File: src/hdl/aac_pkg.sv
package aac_pkg;
   // special function register addresses
   localparam logic [7:0] AAC_ADDR_CONTROL = 8'hd3;
   localparam logic [7:0] AAC_ADDR_DECIM = 8'hd4;
   // reset values
   localparam logic [7:0] AAC_CONTROL_RST = 8'h00;
   localparam logic [7:0] AAC_DECIM_RST = 8'h45;
   // control field positions
   localparam int AAC_EXT_REF_BIT = 6;
   localparam int AAC_UNIPOLAR_BIT = 5;
   localparam int AAC_INPUT_LSB = 0;
   localparam int AAC_INPUT_W = 4;
   localparam logic [7:0] AAC_CONTROL_MASK = 8'h6f;
   // input select codes
   localparam logic [3:0] AAC_SEL_LAST_SINGLE = 4'h9;
   localparam logic [3:0] AAC_SEL_FIRST_DIFF = 4'ha;
   localparam logic [3:0] AAC_SEL_TEMP = 4'he;
   localparam logic [3:0] AAC_SEL_SHORT = 4'hf;
   // filter and rate figures
   localparam logic [7:0] AAC_DECIM_MIN_CHOP = 8'h0d;
   localparam logic [7:0] AAC_DECIM_MAX = 8'hff;
   localparam int AAC_MOD_FREQ_HZ = 32768;
   localparam int AAC_RATE_BASE = 8;
   localparam int AAC_CHOP_FACTOR = 3;
   localparam logic [1:0] AAC_SETTLE_CHOP = 2'h2;
   localparam logic [1:0] AAC_SETTLE_NOCHOP = 2'h3;
   // result coding
   localparam int AAC_RESULT_W = 24;
   localparam logic [23:0] AAC_MID_SCALE = 24'h800000;
   localparam logic [23:0] AAC_ZERO_SCALE = 24'h000000;

   typedef struct packed {
      logic [3:0] pos_input;
      logic [3:0] neg_input;
      logic neg_is_common;
      logic temp_sensor;
      logic short_common;
   } aac_mux_t;

   typedef struct packed {
      logic ext_reference;
      logic unipolar;
      aac_mux_t mux;
   } aac_analog_cfg_t;
endpackage : aac_pkg

File: src/hdl/aac_config.sv
// Function
// - control bit 6 set selects external reference pair, clear selects bandgap.
// - unipolar bit set: zero input gives all-zero 24-bit result.
// - unipolar bit clear: zero input gives result with only msb set.
// - input field decodes singles, differential pairs, temperature sensor, common short.
// - temperature sensor at zero degrees returns mid-scale code with unipolar bit clear.
// - each degree rise adds one lsb to the result high byte with unipolar bit clear.
// - filter word sets decimation, resets to 69 decimal.
// - word rate is modulator rate over 24 x word chopped, 8 x word otherwise.
// - chop-disable mode bit zero means chopping active; rate follows it.
// - chopping on and word below 13 uses 13 instead.
// - calibration uses the programmed filter word, never forced to maximum.
module aac_config #(
   parameter int DECIM_W = 8,
   parameter int RESULT_W = 24
) (
   // clock and reset
   input wire logic sys_clk,
   input wire logic sys_rst,
   // special function register port
   input wire logic [7:0] sfr_addr,
   input wire logic sfr_wr,
   input wire logic sfr_rd,
   input wire logic [7:0] sfr_wdata,
   output logic [7:0] sfr_rdata,
   output logic sfr_rdata_valid,
   // converter mode and calibration
   input wire logic chop_disable,
   input wire logic cal_active,
   // modulator side
   input wire logic mod_tick,
   input wire logic [RESULT_W-1:0] mod_data,
   input wire logic [7:0] temp_degrees,
   // analog configuration
   output aac_pkg::aac_analog_cfg_t analog_cfg,
   output logic [DECIM_W-1:0] decimation_value,
   output logic chop_on,
   // results
   output logic [RESULT_W-1:0] aux_result,
   output logic [7:0] aux_result_high_byte,
   output logic result_strobe,
   output logic result_settled
);
   import aac_pkg::*;

   if (DECIM_W != 8) begin : g_bad_decim
      $error("aac_config: filter word must be 8 bits");
   end
   if (RESULT_W != AAC_RESULT_W) begin : g_bad_result
      $error("aac_config: result must be 24 bits");
   end

   logic [7:0] control_reg, control_next;
   logic [DECIM_W-1:0] decim_reg, decim_next;
   logic [7:0] rdata_reg, rdata_next;
   logic rvalid_reg, rvalid_next;
   logic [RESULT_W-1:0] result_reg, result_next;
   logic settled_reg, settled_next;
   logic strobe_reg, strobe_next;
   logic [1:0] settle_reg, settle_next;
   logic chop_reg, chop_next;
   logic [DECIM_W-1:0] decim_eff;
   logic conv_strobe;
   logic cfg_change;
   aac_mux_t mux;
   logic [3:0] sel;
   logic signed [RESULT_W-1:0] raw;
   logic [RESULT_W-1:0] coded;

   // register writes and reads
   always_comb begin
      control_next = control_reg;
      decim_next = decim_reg;
      rdata_next = rdata_reg;
      rvalid_next = 1'b0;
      if (sfr_wr) begin
         if (sfr_addr == AAC_ADDR_CONTROL) begin
            control_next = sfr_wdata & AAC_CONTROL_MASK;
         end else if (sfr_addr == AAC_ADDR_DECIM) begin
            decim_next = sfr_wdata;
         end
      end
      if (sfr_rd) begin
         rvalid_next = 1'b1;
         case (sfr_addr)
            AAC_ADDR_CONTROL: rdata_next = control_reg & AAC_CONTROL_MASK;
            AAC_ADDR_DECIM: rdata_next = decim_reg;
            default: rdata_next = 8'h00;
         endcase
      end
   end

   always_ff @(posedge sys_clk) begin
      if (sys_rst) begin
         control_reg <= AAC_CONTROL_RST;
         decim_reg <= AAC_DECIM_RST;
         rdata_reg <= 8'h00;
         rvalid_reg <= 1'b0;
      end else begin
         control_reg <= control_next;
         decim_reg <= decim_next;
         rdata_reg <= rdata_next;
         rvalid_reg <= rvalid_next;
      end
   end

   assign sfr_rdata = rdata_reg;
   assign sfr_rdata_valid = rvalid_reg;

   // chop follows the mode bit; calibration leaves the word alone
   always_comb begin
      chop_next = ~chop_disable;
      decim_eff = decim_reg;
      if (chop_reg && decim_reg < AAC_DECIM_MIN_CHOP) begin
         decim_eff = AAC_DECIM_MIN_CHOP;
      end
   end

   // input multiplexer decode
   always_comb begin
      sel = control_reg[AAC_INPUT_LSB +: AAC_INPUT_W];
      mux = '0;
      if (sel <= AAC_SEL_LAST_SINGLE) begin
         mux.pos_input = sel;
         mux.neg_is_common = 1'b1;
      end else if (sel < AAC_SEL_TEMP) begin
         mux.pos_input = 4'((sel - AAC_SEL_FIRST_DIFF) << 1);
         mux.neg_input = 4'(((sel - AAC_SEL_FIRST_DIFF) << 1) + 4'h1);
      end else if (sel == AAC_SEL_TEMP) begin
         mux.temp_sensor = 1'b1;
      end else begin
         mux.short_common = 1'b1;
         mux.neg_is_common = 1'b1;
      end
   end

   always_comb begin
      analog_cfg.ext_reference = control_reg[AAC_EXT_REF_BIT];
      analog_cfg.unipolar = control_reg[AAC_UNIPOLAR_BIT];
      analog_cfg.mux = mux;
   end

   // a rewrite of either register or a chop flip restarts the period
   assign cfg_change = (sfr_wr && (sfr_addr == AAC_ADDR_CONTROL || sfr_addr == AAC_ADDR_DECIM))
      || (chop_reg != chop_next);

   aac_rate_timer #(
      .DECIM_W(DECIM_W)
   ) u_rate (
      .sys_clk(sys_clk),
      .sys_rst(sys_rst),
      .mod_tick(mod_tick),
      .restart(cfg_change),
      .chop_on(chop_reg),
      .decimation_value(decim_eff),
      .conv_strobe(conv_strobe)
   );

   // sensor is trimmed so zero degrees sits at mid-scale and degrees land in the high byte with unipolar bit clear
   always_comb begin
      if (mux.temp_sensor) begin
         raw = signed'({temp_degrees, 16'h0000});
      end else begin
         raw = signed'(mod_data);
      end
      if (analog_cfg.unipolar) begin
         // negative inputs clip at zero in unipolar mode
         coded = raw[RESULT_W-1] ? AAC_ZERO_SCALE : {raw[RESULT_W-2:0], 1'b0};
      end else begin
         coded = raw ^ AAC_MID_SCALE;
      end
   end

   // settle counting: early outputs are still flagged unsettled
   always_comb begin
      result_next = result_reg;
      strobe_next = 1'b0;
      settled_next = settled_reg;
      settle_next = settle_reg;
      if (cfg_change) begin
         settle_next = chop_next ? AAC_SETTLE_CHOP : AAC_SETTLE_NOCHOP;
         settled_next = 1'b0;
      end else if (conv_strobe) begin
         result_next = coded;
         strobe_next = 1'b1;
         if (settle_reg <= 2'h1) begin
            settle_next = 2'h0;
            settled_next = 1'b1;
         end else begin
            settle_next = settle_reg - 2'h1;
         end
      end
   end

   always_ff @(posedge sys_clk) begin
      if (sys_rst) begin
         result_reg <= '0;
         strobe_reg <= 1'b0;
         settled_reg <= 1'b0;
         settle_reg <= AAC_SETTLE_CHOP;
         chop_reg <= 1'b1;
      end else begin
         result_reg <= result_next;
         strobe_reg <= strobe_next;
         settled_reg <= settled_next;
         settle_reg <= settle_next;
         chop_reg <= chop_next;
      end
   end

   assign aux_result = result_reg;
   assign aux_result_high_byte = result_reg[RESULT_W-1 -: 8];
   assign result_strobe = strobe_reg;
   assign result_settled = settled_reg;
   assign decimation_value = decim_eff;
   assign chop_on = chop_reg;
endmodule : aac_config

File: src/hdl/aac_rate_timer.sv
module aac_rate_timer #(
   parameter int DECIM_W = 8
) (
   // clock and reset
   input wire logic sys_clk,
   input wire logic sys_rst,
   // modulator timing
   input wire logic mod_tick,
   input wire logic restart,
   input wire logic chop_on,
   input wire logic [DECIM_W-1:0] decimation_value,
   // conversion period end
   output logic conv_strobe
);
   import aac_pkg::*;

   localparam int CNT_W = DECIM_W + 5;

   // counter is five bits wider than the word, so 24 x word always fits; widths outside this range are rejected
   if (DECIM_W < 4 || DECIM_W > 16) begin : g_bad_width
      $error("aac_rate_timer: DECIM_W out of range");
   end

   logic [CNT_W-1:0] tick_reg, tick_next;
   logic strobe_reg, strobe_next;
   logic [CNT_W-1:0] period;

   // period in modulator ticks: 8 x word, times three with chopping
   always_comb begin
      period = CNT_W'(AAC_RATE_BASE) * CNT_W'(decimation_value);
      if (chop_on) begin
         period = CNT_W'(AAC_CHOP_FACTOR) * period;
      end
   end

   always_comb begin
      tick_next = tick_reg;
      strobe_next = 1'b0;
      if (restart) begin
         tick_next = '0;
      end else if (mod_tick) begin
         if (tick_reg + CNT_W'(1) >= period) begin
            tick_next = '0;
            strobe_next = 1'b1;
         end else begin
            tick_next = tick_reg + CNT_W'(1);
         end
      end
   end

   always_ff @(posedge sys_clk) begin
      if (sys_rst) begin
         tick_reg <= '0;
         strobe_reg <= 1'b0;
      end else begin
         tick_reg <= tick_next;
         strobe_reg <= strobe_next;
      end
   end

   assign conv_strobe = strobe_reg;
endmodule : aac_rate_timer

File: config.mk
export PLATFORM = sky130hd
export DESIGN_NAME = aac_config
export DESIGN_NICKNAME = d
export VERILOG_FILES = /design/src/hdl/aac_pkg.sv /design/src/hdl/aac_config.sv /design/src/hdl/aac_rate_timer.sv
export SDC_FILE = /design/constraint.sdc
export NUM_CORES = 1
export LEC_CHECK = 0
export BUFFER_PORTS_ARGS = -buffer_cell sky130_fd_sc_hd__clkbuf_2
export CAP_MARGIN = 0
export CORE_MARGIN = 4
export CORE_UTILIZATION = 53
export CTS_CLUSTER_DIAMETER = 200
export DETAILED_ROUTE_END_ITERATION = 10
export GPL_TIMING_DRIVEN = 0
export PLACE_DENSITY = 0.9
export SLEW_MARGIN = 0
export SYNTH_ARGS = -nofsm -noshare
export SYNTH_HDL_FRONTEND = slang
export SYNTH_SLANG_ARGS = --single-unit
export TNS_END_PERCENT = 30
File: constraint.sdc
create_clock -name sys_clk -period 4.2 [get_ports sys_clk]
set_clock_uncertainty 0.05 [all_clocks]
set_input_delay 0.42 -clock sys_clk [delete_from_list [all_inputs] [get_ports sys_clk]]
set_output_delay 0.42 -clock sys_clk [all_outputs]
set_load 0.03 [all_outputs]
After elaboration in Yosys (flattened, before gate mapping)
Cells that the tools add are included.

Latch bits: 0. Register bits after elaboration: 66. Memories kept: 0. Logic and storage cells: 63. Output and inout bits: 65. Input port bits: 55. RAM bits: 0. Bits in read-only memories: 0.

$lt $le $gt $ge: 5. Add/sub/neg operators: 4. Equal/unequal tests: 4. $mul: 1. Reduce and logical (&&, ||, !) cells: 11. Shift operators: 0. Div/mod/pow operators: 0. Bitwise gates (word level): 5. Multiplexer cells: 22.

Operators with widths (number): $mux W24 (3); $mux W13 (2); $eq A8 B8 Y1 const B (2); $mux W8 (2); $pmux W8 S2 (1); $add A13 B1 Y13 const B (1); $ge A13 B13 Y1 (1); $mul A2 B8 Y10 const A (1); $lt A8 B4 Y1 const B (1); $mux W2 (4); $mux W4 (2); $mux W1 (7); $reduce_and A2 Y1 (3); $not A1 Y1 (5); $add A4 B1 Y4 const B (1); $eq A4 B4 Y1 const B (1); $le A4 B4 Y1 const B (1); $lt A4 B4 Y1 const B (1); $mux W3 (1); $reduce_and A3 Y1 (1); $reduce_or A3 Y1 (1); $sub A3 B2 Y3 const B (1); $le A2 B1 Y1 const B (1); $logic_and A1 B1 Y1 (2); other kinds (5) (6).

Depth between registers and ports, before layout
Depth in word-level cells: 7. Depth in mapped cells: 20. Depth with buffers taken out: 19.

Modules after synthesis
Synthesis repeated with hierarchy kept, for this count alone.

Cells, all modules: 466. Area total of the unflattened synthesis: 4100.2 um^2.

By module, submodules not included: aac_config (area each 2720.1 um^2, seq. area each 1041.0 um^2, cells an instance 303, instances 1); aac_rate_timer (area each 1380.1 um^2, seq. area each 280.3 um^2, cells an instance 163, instances 1).

Least setup slack after synthesis
No wires, ideal clock.

Path type: flip-flop to flip-flop. From: reg decim_reg[6]. To: reg u_rate.tick_reg[5]. Data required time: 4019 ps. Clock period less this slack: 4054 ps. Arrival: 3873 ps. Cell stages (with the launch flop): 19. Slack: 146 ps. Setup time: 131 ps. Cells stage by stage: dfxtp_1 > inv_1 > ha_1 > a21boi_0 > nor2_1 > nor2b_1 > ha_1 > nand3_1 > o211ai_1 > o41ai_1 > xor2_1 > nand2_1 > ha_1 > nand4_1 > a211oi_1 > a211oi_2 > buf_4 > a32oi_1 > o41ai_2.

Longest elaborated chain between the ends: 7.

RTL lines: from (decl) (line aac_config.sv:54) `logic [DECIM_W-1:0] decim_reg, decim_next;`; from (signal assigned) (line aac_config.sv:101) `decim_reg <= decim_next;`; $lt A8 B4 Y1 (*) (line aac_config.sv:114) `if (chop_reg && decim_reg < AAC_DECIM_MIN_CHOP) begin`; $logic_and A1 B1 Y1 (*) (line aac_config.sv:114); $mux W8 (*) (line aac_config.sv:114); named net decimation_value[4] (line aac_config.sv:36) `output logic [DECIM_W-1:0] decimation_value,`; $mul A2 B8 Y10 (line aac_rate_timer.sv:32) `period = CNT_W'(AAC_CHOP_FACTOR) * period;`; $mux W13 (*) (line aac_rate_timer.sv:31) `if (chop_on) begin`; $ge A13 B13 Y1 (*) (line aac_rate_timer.sv:42) `if (tick_reg + CNT_W'(1) >= period) begin`; $mux W13 (*) (line aac_rate_timer.sv:42); to (signal assigned) (line aac_rate_timer.sv:56) `tick_reg <= tick_next;`; to (decl) (line aac_rate_timer.sv:24) `logic [CNT_W-1:0] tick_reg, tick_next;`.

The timed path passes the listed nets; every way through them passes the cells marked *. A chain may end at the register's enable or synchronous reset.

Worst setup path in the final report
From: reg decim_reg[1]. To: reg u_rate.tick_reg[10].

Longest elaborated chain between the ends: 7.

RTL lines (line): $lt A8 B4 Y1 (aac_config.sv:114); $logic_and A1 B1 Y1 (aac_config.sv:114); $mux W8 (*) (aac_config.sv:114); $mul A2 B8 Y10 (aac_rate_timer.sv:32); $mux W13 (*) (aac_rate_timer.sv:31); $ge A13 B13 Y1 (*) (aac_rate_timer.sv:42); $mux W13 (*) (aac_rate_timer.sv:42).

Mark *: on every way between the ends. The rest lies on a longest branch, timed or not.

==> results.cfg <==
[critical_path]
kind_of_end_point_of_the_critical_path = register
worst_r2r_path_depth = 20
critical_path.cell_chain = o211ai_1, a21boi_4, nor2_4, or2_4, ha_2, inv_1, fa_2, nor2b_1, o21a_1, o21ai_2, a21oi_2, o21ai_1, ha_1, nand4_1, a211oi_2, a211oi_2, buf_4, buf_4, a32o_1, o21bai_1
crit_path_required_time_ns = 4.38
worst-path-buf-inv = 3
critical_path.top_delay_family = compound AO/OA/AOI/OAI gates
timing.reg2reg.setup_slack_ns = 0.01
worst_ep_arrival_time_ns = 4.37
cp_slowest_stage_delay_ns = 0.37
critical_path_cell_with_the_highest_stage_delay = dfxtp_2
cp_max_fo = 5
rr_startpoint = decim_reg[1]
critical_path.reg2reg.endpoint = u_rate.tick_reg[10]
worst-setup-path-type = register to register
worstSetupStartpointType = register
worst-path-stages = 20

[clock_tree]
cts_htree_levels = 3
clock_sinks = 66
cts_root_buf = clkbuf_8
clk-insertion-delay-late_ns = 0.34
cts_inserted_buffers = 9
cts_tree = yes
cts_hold_buf = 0
cts.reportedPaths.clkPinSlew_ns = 0.08
cts_buffer_depth = 2

[synth]
synth_area_per_inst_sq_um = 9.17
dominantRegCellSynth = dfxtp_1
synth.top_cells.by_area = dfxtp_1 (31%), ha_1 (6.2%), mux2i_1 (4.5%), nor2_1 (3.6%), nand2_1 (3.0%)
synth_fp_nets = 538
synth_enable_flop_cells = 0
netlist_instances = 461
yosysTopAreaCellShare = 0.313
ys_types = 75
synthesis.yosys.warnings = 0
syn_area_sq_um = 4230
yosysTopAreaCell = dfxtp_1
synth_sequential_area_ratio = 0.313
synth_seq_cells = 66
async_reset_ff_frac = 0

[die]
start_util = 0.547
die_w_um = 97.3
die_y_um = 97.3
number_of_ports_placed_on_the_die_boundary = 120
dieArea_sq_um = 9470
core-area_sq_um = 7730
placementRows = 32

[job]
timing.max_cap.violations = 0

[placement]
gp_routability_congestion = 0.932
placed_cell_area_sq_um = 4930
placement.io_buffers = 116
numPlacedInstances = 679
place.detailed.hpwl_um = 8860

[sta]
timing_hold_violations_final = 0
setup_violations = 0
worst_pin_slew_ns = 0.770
worst_slew_margin_rel = 0.485
min_period_over_period = 0.998
fmax_mhz = 239
timing.final.crit_period_ns = 4.19
final_max_slew_viol_count = 0
hold_ws_ns = 0.239

[min_path]
worstHoldStart = chop_disable
worstHoldPathType = primary input to register
min_delay_path_depth = 2
worstHoldEndpoint = chop_on

[finish]
post_layout_net_count = 673
most_used_cells_in_the_layout_excluding_fill_and_tap_cells = clkbuf_2 (116), dfxtp_1 (60), nor2_1 (40)
areaGrowthSynthToFinish_pct = 28.2
post-route-util = 0.701
post_layout_nonfiller_instances = 703
largest_register_ffs = 24
layout.cells.most_common = clkbuf_2
num_antenna_cells = 0
final_design_area_no_fill_sq_um = 5420
n_fill_cell = 571
layout-drive-gt1-share = 0.403

[grt]
number_of_global_route_vias_before_repair = 4060
track_usage = 0.242
antenna_found_initial = 0
grt_max_degree = 13
global_route.overflow_total = 0
grt_pass1_wl_um = 19300

[detailed_routing]
vias = 4162
detail_route.first_pass.iterations = 5
detailed_route_wire_length_um = 12200
routed_wire_length_per_instance_um = 17.4
route.detailed.drc = 0
postRouteAntennaNets = 0
vias_per_cell = 5.92
drt_first_iter_violations = 268

[power_and_ir_drop]
power-per-cell-area_nw_per_um2 = 271
totalPowerFinal_mw = 1.47
p_leak_nw = 2.42
vdd.ir_drop.worst_uv = 164

[status]
run_status = finished clean
==> synthesized netlist by cell type (all sizes together) (4+ instances only) <==
cell type / number
a32o: 16
buf: 31
o21ai: 12
a31oi: 7
nand3b: 4
ha: 21
nor2: 44
a32oi: 7
nor2b: 11
a22oi: 7
a311oi: 5
o211ai: 4
xnor2: 8
nand2b: 9
and3: 7
nand4: 5
inv: 18
a211oi: 4
nor3: 6
a21oi: 12
a22o: 19
and2: 7
clkbuf: 9
mux2: 6
nand2: 34
mux2i: 19
o31ai: 4
nand3: 14
xor2: 5
dfxtp: 66
==> power breakdown <==
| group | switching [mW] | internal, mW |
|---|---|---|
| logic | 0.0635 | 0.0513 |
| clock network | 0.266 | 0.458 |
| registers | 0.00249 | 0.627 |
==> routing by layer <==
metal	track usage	up-vias	routed length, um
met5	0	-	0
met4	0.0927	0	340
met3	0.0488	41	951
met2	0.429	207	6180
met1	0.288	1962	4730
li1	-	1952	-
==> layout make-up <==
cell class | count | area, sq um | area share
multi-input combinational | 336 | 2680 | 0.495
clock inverter | 6 | 138 | 0.0254
sequential | 66 | 1330 | 0.246
inverter | 19 | 76.3 | 0.0141
timing repair buffer | 124 | 638 | 0.118
buffer | 40 | 294 | 0.0543
clock buffer | 10 | 128 | 0.0236
tap | 102 | 128 | 0.0236
==> how the worst max path moves through the flow <==
stage	start	end	slack (ns)
5_1_grt	decim_reg[1]	u_rate.tick_reg[10]	-0.15
4_1_cts	decim_reg[6]	u_rate.tick_reg[5]	0.01
3_3_place_gp	decim_reg[6]	u_rate.tick_reg[1]	-0.19
2_1_floorplan	decim_reg[6]	u_rate.tick_reg[5]	0.15
6_report	decim_reg[1]	u_rate.tick_reg[10]	0.01
3_5_place_dp	decim_reg[6]	u_rate.tick_reg[5]	-0.37
==> through the flow <==
stage,setup slack [ns],TNS (ns)
2_1_floorplan,0.146,0
4_1_cts,0.0111,0
3_3_place_gp,-0.190,-1.94
6_report,0.0103,0
5_1_grt,-0.147,-0.754
3_5_place_dp,-0.369,-4.41
==> cell families after synthesis <==
group | count (synthesis) | synth area share
other | 1 | 0.000887
DFF | 66 | 0.313
xor gates and xnor gates | 13 | 0.0269
muxes | 25 | 0.0610
AOI/OAI and AO/OA | 119 | 0.234
buffers and inverters | 59 | 0.0864
adders and majority gates | 22 | 0.0669
and+or+nand+nor | 156 | 0.211
==> repair_timing <==
action,CTS,global route
pin swaps,1,15
buffers inserted,2,5
gates resized for setup,9,35
cloned,0,1
endpoints found under the setup margin,14,14
(Power assumes the default switching activity.)
